`src/sci_pkg.sv`:
```
// Constants and types for the system-control instruction executor.
// Assumes one clock domain and an external decoder that names the op.
`default_nettype none

package sci_pkg;

  // ---------------------------------------------------------------
  // Widths and sizes
  // ---------------------------------------------------------------
  localparam int PC_W = 12;
  localparam int SP_W = 8;
  localparam int DATA_W = 8;
  localparam int FLAG_W = 4;
  localparam int STACK_DEPTH = 16;
  localparam int STACK_IDX_W = 4;

  // ---------------------------------------------------------------
  // Flag bit positions (kept untouched by every op here except software reset)
  // ---------------------------------------------------------------
  localparam int FLAG_ZERO = 0;
  localparam int FLAG_CARRY = 1;
  localparam int FLAG_AUX_CARRY = 2;
  localparam int FLAG_OVERFLOW = 3;

  // ---------------------------------------------------------------
  // Reset values and steps
  // ---------------------------------------------------------------
  localparam logic [PC_W-1:0] RST_PC = 12'h000;
  // Interrupt entry address, plain default
  localparam logic [PC_W-1:0] IRQ_VECTOR = 12'h010;
  localparam logic [PC_W-1:0] PC_STEP = 12'h001;
  localparam logic [SP_W-1:0] RST_SP = 8'h00;
  localparam logic [SP_W-1:0] SP_STEP = 8'h02;
  localparam logic [DATA_W-1:0] RST_ACC = 8'h00;
  localparam logic [FLAG_W-1:0] RST_FLAGS = 4'h0;
  localparam logic RST_GIE = 1'b0;

  // ---------------------------------------------------------------
  // Operation codes from the decoder and sequencer states
  // ---------------------------------------------------------------
  typedef enum logic [3:0] {
    OP_OTHER,
    OP_CALL,
    OP_JUMP,
    OP_RET_LIT,
    OP_RET,
    OP_RET_IRQ,
    OP_NO_OP,
    OP_WDT_CLEAR,
    OP_JUMP_REL,
    OP_INT_ON,
    OP_INT_OFF,
    OP_HALT_ALL,
    OP_HALT_CORE,
    OP_SOFT_RESET
  } sci_op_e;

  typedef enum logic [2:0] {
    ST_RUN,
    ST_WAIT,
    ST_HALT_ALL,
    ST_HALT_CORE,
    ST_RESET
  } sci_state_e;

endpackage

`default_nettype wire

```
`src/sci_exec.sv`:
```
// System-control instruction executor: program counter, return stack,
// working register, global interrupt enable and halt/reset controls.
// Assumes a decoder presents one op per take and other datapath logic
// writes the working register and flags through the side ports.
//
// Function
// RULE_01 - Call pushes pc plus 1, jumps to target, raises stack pointer by 2
// RULE_02 - Absolute jump loads pc with any target in program space
// RULE_03 - Literal return loads working register, then performs plain return
// RULE_04 - Return lowers stack pointer by 2, reloads pc from that slot
// RULE_05 - Interrupt return returns and then sets global enable by itself
// RULE_06 - No op here alters zero, carry, aux-carry or overflow flags; software reset loads them with RST_FLAGS
// RULE_07 - Watchdog clear restarts the watchdog count
// RULE_08 - Relative jump sets pc to pc plus unsigned working register
// RULE_09 - Interrupt-on op sets global enable so requests reach the core
// RULE_10 - Interrupt-off op clears global enable, blocking requests
// RULE_11 - Full halt stops all clocks including oscillators
// RULE_12 - Core halt gates core clock, oscillators keep running
// RULE_13 - Software reset acts exactly like hardware reset
// RULE_14 - Branches and returns take two cycles, others one; software reset here also takes two, halts last until wake
// RULE_15 - Request while enable clear stays pending until enable is set
`default_nettype none

module sci_exec (
  input wire logic sys_clk, // System clock
  input wire logic rst_b, // Synchronous reset, active low
  input wire logic instr_valid, // Decoder offers an op
  input wire logic [3:0] instr_op, // Op code, sci_op_e
  input wire logic [11:0] instr_arg, // Target or literal
  input wire logic acc_we, // Datapath writes working register
  input wire logic [7:0] acc_wdata, // Datapath value for it
  input wire logic flag_we, // Datapath writes flags
  input wire logic [3:0] flag_wdata, // Datapath flag value
  input wire logic irq_req, // Interrupt request level
  input wire logic wake, // Leave either halt
  output logic instr_ready, // Op taken when high with valid
  output logic [11:0] pc, // Program counter
  output logic [7:0] stack_top_ptr, // Stack pointer, byte units
  output logic [7:0] working_register, // Working register
  output logic [3:0] flags, // Z, C, AC, OV
  output logic gie, // Global interrupt enable
  output logic irq_ack, // Interrupt entered, one pulse
  output logic wdt_clear, // Restart watchdog, one pulse
  output logic osc_stop, // Oscillators off
  output logic core_clk_off, // Core clock gated
  output logic chip_reset // Whole-chip reset, one pulse
);

  // ---------------------------------------------------------------
  // State and next values
  // ---------------------------------------------------------------
  sci_pkg::sci_state_e state, next_state;
  logic [11:0] next_pc, push_data, pop_data, pc_inc;
  logic [7:0] next_sp, next_acc, sp_down, arg_lit;
  logic [3:0] next_flags, push_idx, pop_idx;
  logic next_gie, reti_pend, next_reti_pend, take, irq_go, do_reset;
  logic next_ready, irq_seen, next_irq_ack, next_wdt_clear;
  logic next_osc_stop, next_core_clk_off, next_chip_reset, push_en;
  logic [11:0] stack_mem [sci_pkg::STACK_DEPTH];
  sci_pkg::sci_op_e op;
  // Stack slot of an entry is the byte pointer halved
  function automatic logic [3:0] slot_of(input logic [7:0] ptr);
    slot_of = ptr[4:1];
  endfunction
  // Return slot and the entry it holds
  assign sp_down = stack_top_ptr - sci_pkg::SP_STEP;
  assign pop_idx = slot_of(sp_down);
  assign pop_data = stack_mem[pop_idx];
  assign pc_inc = pc + sci_pkg::PC_STEP;
  assign arg_lit = instr_arg[7:0];
  assign op = sci_pkg::sci_op_e'(instr_op);
  // Ready already excludes a waiting interrupt, so no op is lost
  assign irq_go = (state == sci_pkg::ST_RUN) && gie && irq_seen;
  assign take = (state == sci_pkg::ST_RUN) && instr_ready && instr_valid;
  // ---------------------------------------------------------------
  // Sequencer next-state logic
  // ---------------------------------------------------------------
  always_comb begin
    next_state = state;
    next_pc = pc;
    next_sp = stack_top_ptr;
    next_acc = working_register;
    next_flags = flags;
    next_gie = gie;
    next_reti_pend = reti_pend;
    next_irq_ack = 1'b0;
    next_wdt_clear = 1'b0;
    next_osc_stop = osc_stop;
    next_core_clk_off = core_clk_off;
    next_chip_reset = 1'b0;
    push_en = 1'b0;
    push_idx = slot_of(stack_top_ptr);
    push_data = pc_inc;
    do_reset = 1'b0;
    // Other datapath ops own these; ours write flags only on software reset
    if (acc_we) begin
      next_acc = acc_wdata;
    end
    // RULE_06 flags kept
    if (flag_we) begin
      next_flags = flag_wdata;
    end
    unique case (state)
      sci_pkg::ST_RUN: begin
        if (irq_go) begin
          // Entry saves the address of the op not yet executed
          push_en = 1'b1;
          push_data = pc;
          next_pc = sci_pkg::IRQ_VECTOR;
          next_sp = stack_top_ptr + sci_pkg::SP_STEP;
          next_gie = 1'b0;
          next_irq_ack = 1'b1;
          next_state = sci_pkg::ST_WAIT;
        end else if (take) begin
          next_pc = pc_inc;
          unique case (op)
            // RULE_01 call push
            sci_pkg::OP_CALL: begin
              push_en = 1'b1;
              next_pc = instr_arg;
              next_sp = stack_top_ptr + sci_pkg::SP_STEP;
              next_state = sci_pkg::ST_WAIT;
            end
            // RULE_02 absolute jump
            sci_pkg::OP_JUMP: begin
              next_pc = instr_arg;
              next_state = sci_pkg::ST_WAIT;
            end
            // RULE_03 literal then return
            sci_pkg::OP_RET_LIT: begin
              next_acc = arg_lit;
              next_sp = sp_down;
              next_pc = pop_data;
              next_state = sci_pkg::ST_WAIT;
            end
            // RULE_04 plain return
            sci_pkg::OP_RET: begin
              next_sp = sp_down;
              next_pc = pop_data;
              next_state = sci_pkg::ST_WAIT;
            end
            // RULE_05 return, enable later
            sci_pkg::OP_RET_IRQ: begin
              next_sp = sp_down;
              next_pc = pop_data;
              next_reti_pend = 1'b1;
              next_state = sci_pkg::ST_WAIT;
            end
            // RULE_07 watchdog restart
            sci_pkg::OP_WDT_CLEAR: next_wdt_clear = 1'b1;
            // RULE_08 relative jump, wraps in program space
            sci_pkg::OP_JUMP_REL: begin
              next_pc = pc + {4'h0, working_register};
              next_state = sci_pkg::ST_WAIT;
            end
            // RULE_09 enable on
            sci_pkg::OP_INT_ON: next_gie = 1'b1;
            // RULE_10 enable off
            sci_pkg::OP_INT_OFF: next_gie = 1'b0;
            // RULE_11 stop everything
            sci_pkg::OP_HALT_ALL: begin
              next_osc_stop = 1'b1;
              next_core_clk_off = 1'b1;
              next_state = sci_pkg::ST_HALT_ALL;
            end
            // RULE_12 gate core only
            sci_pkg::OP_HALT_CORE: begin
              next_core_clk_off = 1'b1;
              next_state = sci_pkg::ST_HALT_CORE;
            end
            // RULE_13 same as hardware reset
            sci_pkg::OP_SOFT_RESET: do_reset = 1'b1;
            // No op, other ops and spare codes only step pc
            default: begin
              next_state = sci_pkg::ST_RUN;
            end
          endcase
        end
      end
      // RULE_14 second cycle of two-cycle ops
      sci_pkg::ST_WAIT: begin
        next_state = sci_pkg::ST_RUN;
        // RULE_05 enable once return completes
        if (reti_pend) begin
          next_gie = 1'b1;
          next_reti_pend = 1'b0;
        end
      end
      sci_pkg::ST_HALT_ALL, sci_pkg::ST_HALT_CORE: begin
        if (wake) begin
          next_osc_stop = 1'b0;
          next_core_clk_off = 1'b0;
          next_state = sci_pkg::ST_RUN;
        end
      end
      sci_pkg::ST_RESET: next_state = sci_pkg::ST_RUN;
    endcase
    // RULE_13 reset values everywhere
    if (do_reset) begin
      next_state = sci_pkg::ST_RESET;
      next_pc = sci_pkg::RST_PC;
      next_sp = sci_pkg::RST_SP;
      next_acc = sci_pkg::RST_ACC;
      next_flags = sci_pkg::RST_FLAGS;
      next_gie = sci_pkg::RST_GIE;
      next_reti_pend = 1'b0;
      next_osc_stop = 1'b0;
      next_core_clk_off = 1'b0;
      next_chip_reset = 1'b1;
    end
    // RULE_15 request waits while enable clear
    next_ready = (next_state == sci_pkg::ST_RUN) && !(next_gie && irq_req);
  end
  // ---------------------------------------------------------------
  // Registers
  // ---------------------------------------------------------------
  always_ff @(posedge sys_clk) begin
    if (!rst_b) begin
      state <= sci_pkg::ST_RUN;
      pc <= sci_pkg::RST_PC;
      stack_top_ptr <= sci_pkg::RST_SP;
      working_register <= sci_pkg::RST_ACC;
      flags <= sci_pkg::RST_FLAGS;
      gie <= sci_pkg::RST_GIE;
      reti_pend <= 1'b0;
      instr_ready <= 1'b0;
      irq_seen <= 1'b0;
      irq_ack <= 1'b0;
      wdt_clear <= 1'b0;
      osc_stop <= 1'b0;
      core_clk_off <= 1'b0;
      chip_reset <= 1'b0;
    end else begin
      state <= next_state;
      pc <= next_pc;
      stack_top_ptr <= next_sp;
      working_register <= next_acc;
      flags <= next_flags;
      gie <= next_gie;
      reti_pend <= next_reti_pend;
      instr_ready <= next_ready;
      irq_seen <= irq_req;
      irq_ack <= next_irq_ack;
      wdt_clear <= next_wdt_clear;
      osc_stop <= next_osc_stop;
      core_clk_off <= next_core_clk_off;
      chip_reset <= next_chip_reset;
    end
  end
  // Return stack; contents are undefined after reset, as in RAM
  always_ff @(posedge sys_clk) begin
    if (push_en) begin
      stack_mem[push_idx] <= push_data;
    end
  end
endmodule

`default_nettype wire

```
`config.mk`:
```
export PLATFORM = sky130hd
export DESIGN_NAME = sci_exec
export DESIGN_NICKNAME = d
export VERILOG_FILES = /design/src/sci_pkg.sv /design/src/sci_exec.sv
export SDC_FILE = /design/constraint.sdc
export NUM_CORES = 1
export LEC_CHECK = 0
export BUFFER_PORTS_ARGS = -buffer_cell sky130_fd_sc_hd__buf_2
export CAP_MARGIN = 10
export CORE_MARGIN = 1
export CORE_UTILIZATION = 54
export CTS_CLUSTER_SIZE = 12
export DETAILED_ROUTE_END_ITERATION = 6
export GPL_ROUTABILITY_DRIVEN = 0
export PLACE_DENSITY = 0.75
export SKIP_CTS_REPAIR_TIMING = 1
export SLEW_MARGIN = 20
export SYNTH_ARGS = -nofsm -noshare
export SYNTH_HDL_FRONTEND = slang
export SYNTH_SLANG_ARGS = --single-unit
```
`constraint.sdc`:
```
create_clock -name sys_clk -period 2.84 [get_ports sys_clk]
set_clock_uncertainty 0.1 [all_clocks]
set_input_delay 0.284 -clock sys_clk [delete_from_list [all_inputs] [get_ports sys_clk]]
set_output_delay 0.284 -clock sys_clk [all_outputs]
set_load 0.05 [all_outputs]
```
==> qor.csv <==
metric,value,unit
status,"complete, but fails checks",
violations,negative hold slack,
tritoncts,yes,
critPathMaxFanout,4,
core,18900,sq um
synthAdderAreaFrac,0.0173,
worst_path_max_delay_cell,a2111oi_0,
drt_iter0_drc,607,
ys_warn_count,0,
yosys_most_used_dff,edfxtp_1,
slew_headroom,0.315,
synth_top_cell_by_area,edfxtp_1,
fin_crit_sh,0.945,
die_area,20100,sq um
numCtsBuffers,25,
required,3.12,ns
whs,-0.0287,ns
synthMuxAreaShare,0.120,
synth-xor-area-share,0.0232,
postSynthAreaPerCell,14.1,sq um
first_global_vias,6917,
hold_viol,4,
drc_errors,0,
crit_arrival,2.96,ns
power_frac_seq,0.491,
cts.path.max_buffers,3,
initial_core_util,0.557,
htree_levels,1,
cts_root_buffer,clkbuf_16,
synth-edff-count,192,
gr-total-overflow,0,
syn-num-nets,794,
wl_per_cell,22.4,um
drt-total-wl,25500,um
worstMarginPinSlew,1.02,ns
clk_latency,0.53,ns
syn_to_final_growth,17.2,%
drv_cap,0,
drt_pass1_iterations,5,
synth-compound-area-share,0.0889,
power.internal,5.82,mW
power_frac_comb,0.132,
syn_inst,745,
p_sw_frac,0.254,
n_antenna_cell,0,
synth_seq_area_share,0.629,
antenna_found_initial,0,
fillers,1341,
synth-seq-cells,235,
tns,0,ns
rsz0062_at_grt,no,
worst-r2r-cell-count,7,
port_buffers,72,
cp_slowest_stage_delay,0.58,ns
nets,910,
rr_startpoint,pc[0],
track_usage,0.256,
clockPowerShare,0.377,
synth.most_common_cell,edfxtp_1,
crit_type,reg -> reg,
netlist_top_cells_count,"192 x edfxtp_1, 83 x nand2_1, 50 x nor2_1",
p_total,7.80,mW
rrSetupSlack,0.16,ns
synth_top_family_by_area,multiplexers,
path_cells,"ha_1, fa_1, a21o_1, a211oi_1, o311ai_0, a2111oi_0, nor3_1",
netSwitchingPower,1.98,mW
ir_drop,0.565,mV
fmax,0.373,GHz
p_leak,4.42,nW
rows,50,
min_period,2.68,ns
p_per_area,632,nW/um^2
drtAntennaViolNets,0,
worst_hold_path_type,in -> reg,
drive_above_1_share,0.244,
synthTopCellsByArea,"edfxtp_1 55%, mux4_2 9.8%, dfxtp_1 8.2%",
grt_max_degree,41,
io_pins,74,
cp-end-kind,flop,
r2r-end,pc[4],
crit_end,pc[4],
async_flop_share,0,
cp-startpoint,pc[0],
critPathBufInv,0,
die_h,142,um
vias,7084,
grt_pass1_wl,38500,um
clkSinkCount,235,
final_core_util,0.653,
synth_cell_types,65,
path_clk_slew,0.06,ns
syn_area,10500,sq um
viasPerCell,6.21,
die_w,142,um
report.final.slew_viol_count,0,
critPathTopFamily,compound AO/OA/AOI/OAI gates,
synth-simple-area-share,0.101,
start_kind,flop,
hpwl,16900,um
synth_top_area_share,0.548,
critical_path_depth,7,
setup_viol,0,
[cell usage in the layout (no fill, tap or decap), types with 6 or more instances in the layout]
cell	Yosys	final
a221oi_1	6	6
xnor2_2	0	8
dfxtp_1	43	42
and3_1	10	10
dlygate4sd3_1	0	11
clkbuf_16	0	25
ha_1	13	12
edfxtp_1	192	192
and2_1	22	21
o211ai_1	8	8
inv_1	7	7
o21ai_0	16	16
mux2i_1	18	18
nand3_1	14	14
mux4_2	46	46
buf_4	4	42
nor3_1	17	17
a21oi_1	34	34
o21a_1	6	6
nor2_1	50	50
nand2_1	83	83
a211oi_1	14	14
clkbuf_1	14	13
xnor2_1	21	13
a31oi_1	7	7
buf_2	18	72
[final cells by class]
class	count	area [sq um]	share of cell area
clock inverters	8	56.3	0.00456
repair buffers	128	846	0.0685
well taps	260	325	0.0264
multi-input cells	464	3780	0.307
inverters	7	26.3	0.00213
flip-flops and latches	235	6630	0.537
clock buffers	38	674	0.0546
[worst register-to-register path: stages (launching register included)]
cell and delay, ns:
dfxtp_1 0.35, ha_1 0.26, fa_1 0.45, a21o_1 0.18, a211oi_1 0.26, o311ai_0 0.21, a2111oi_0 0.58, nor3_1 0.15
[stage by stage]
step / std cells / setup slack [ns] / instance area (sq um)
after floorplan: 745 / 0.0407 / 10600
after global placement: 1083 / 0.235 / 11400
after detailed placement: 1083 / 0.0442 / 11400
after CTS: 1129 / 0.0651 / 12200
after global routing: 1140 / 0.0265 / 12300
final: 1140 / 0.157 / 12300
[power by group through the flow]
| stage | logic (mW) | clock network (mW) | registers [mW] |
|---|---|---|---|
| after floorplan | 0.578 | 0 | 4.01 |
| after global placement | 0.963 | 0 | 3.90 |
| after detailed placement | 0.990 | 0 | 3.90 |
| after CTS | 1.00 | 2.97 | 3.83 |
| after global routing | 1.10 | 3.11 | 3.83 |
| final | 1.03 | 2.94 | 3.83 |
[state kept, by name (all words and copies together) (netlist names)]
register          count
osc_stop              1
flags                 4
chip_reset            1
stack_top_ptr         7
core_clk_off          1
stack_mem           192
instr_ready           1
reti_pend             1
wdt_clear             1
irq_ack               1
gie                   1
state                 3
irq_seen              1
working_register      8
pc                   12
[routing by layer]
| metal | share of wire | global-route usage | up-vias |
|---|---|---|---|
| li1 | - | - | 3125 |
| met5 | 0 | 0 | - |
| met2 | 0.50 | 0.437 | 420 |
| met3 | 0.092 | 0.0449 | 67 |
| met4 | 0.030 | 0.0956 | 0 |
| met1 | 0.38 | 0.330 | 3472 |
[worst min path at each step]
stage / cells past startpoint / slack [ns] / start / endpoint
floorplan: 1 / 0.30 / irq_req / instr_ready
CTS: 2 / -0.14 / irq_req / instr_ready
global placement: 2 / 0.37 / flags[3] / flags[3]
detailed placement: 2 / 0.39 / flags[2] / flags[2]
finish: 3 / -0.03 / instr_arg[0] / working_register[0]
global route: 3 / 0.007 / instr_arg[7] / working_register[7]
[logic make-up (layout without fill, tap and decap cells)]
kind of cell    count (synthesis)  count (layout)
xor+xnor                       27              27
other cells                     1               1
compound gates                132             132
flops                         235             235
buf+inv                        46             181
mux                            66              66
fa+ha+maj                      14              14
simple gates                  224             224
No activity file was read; power rests on OpenSTA's default activity.
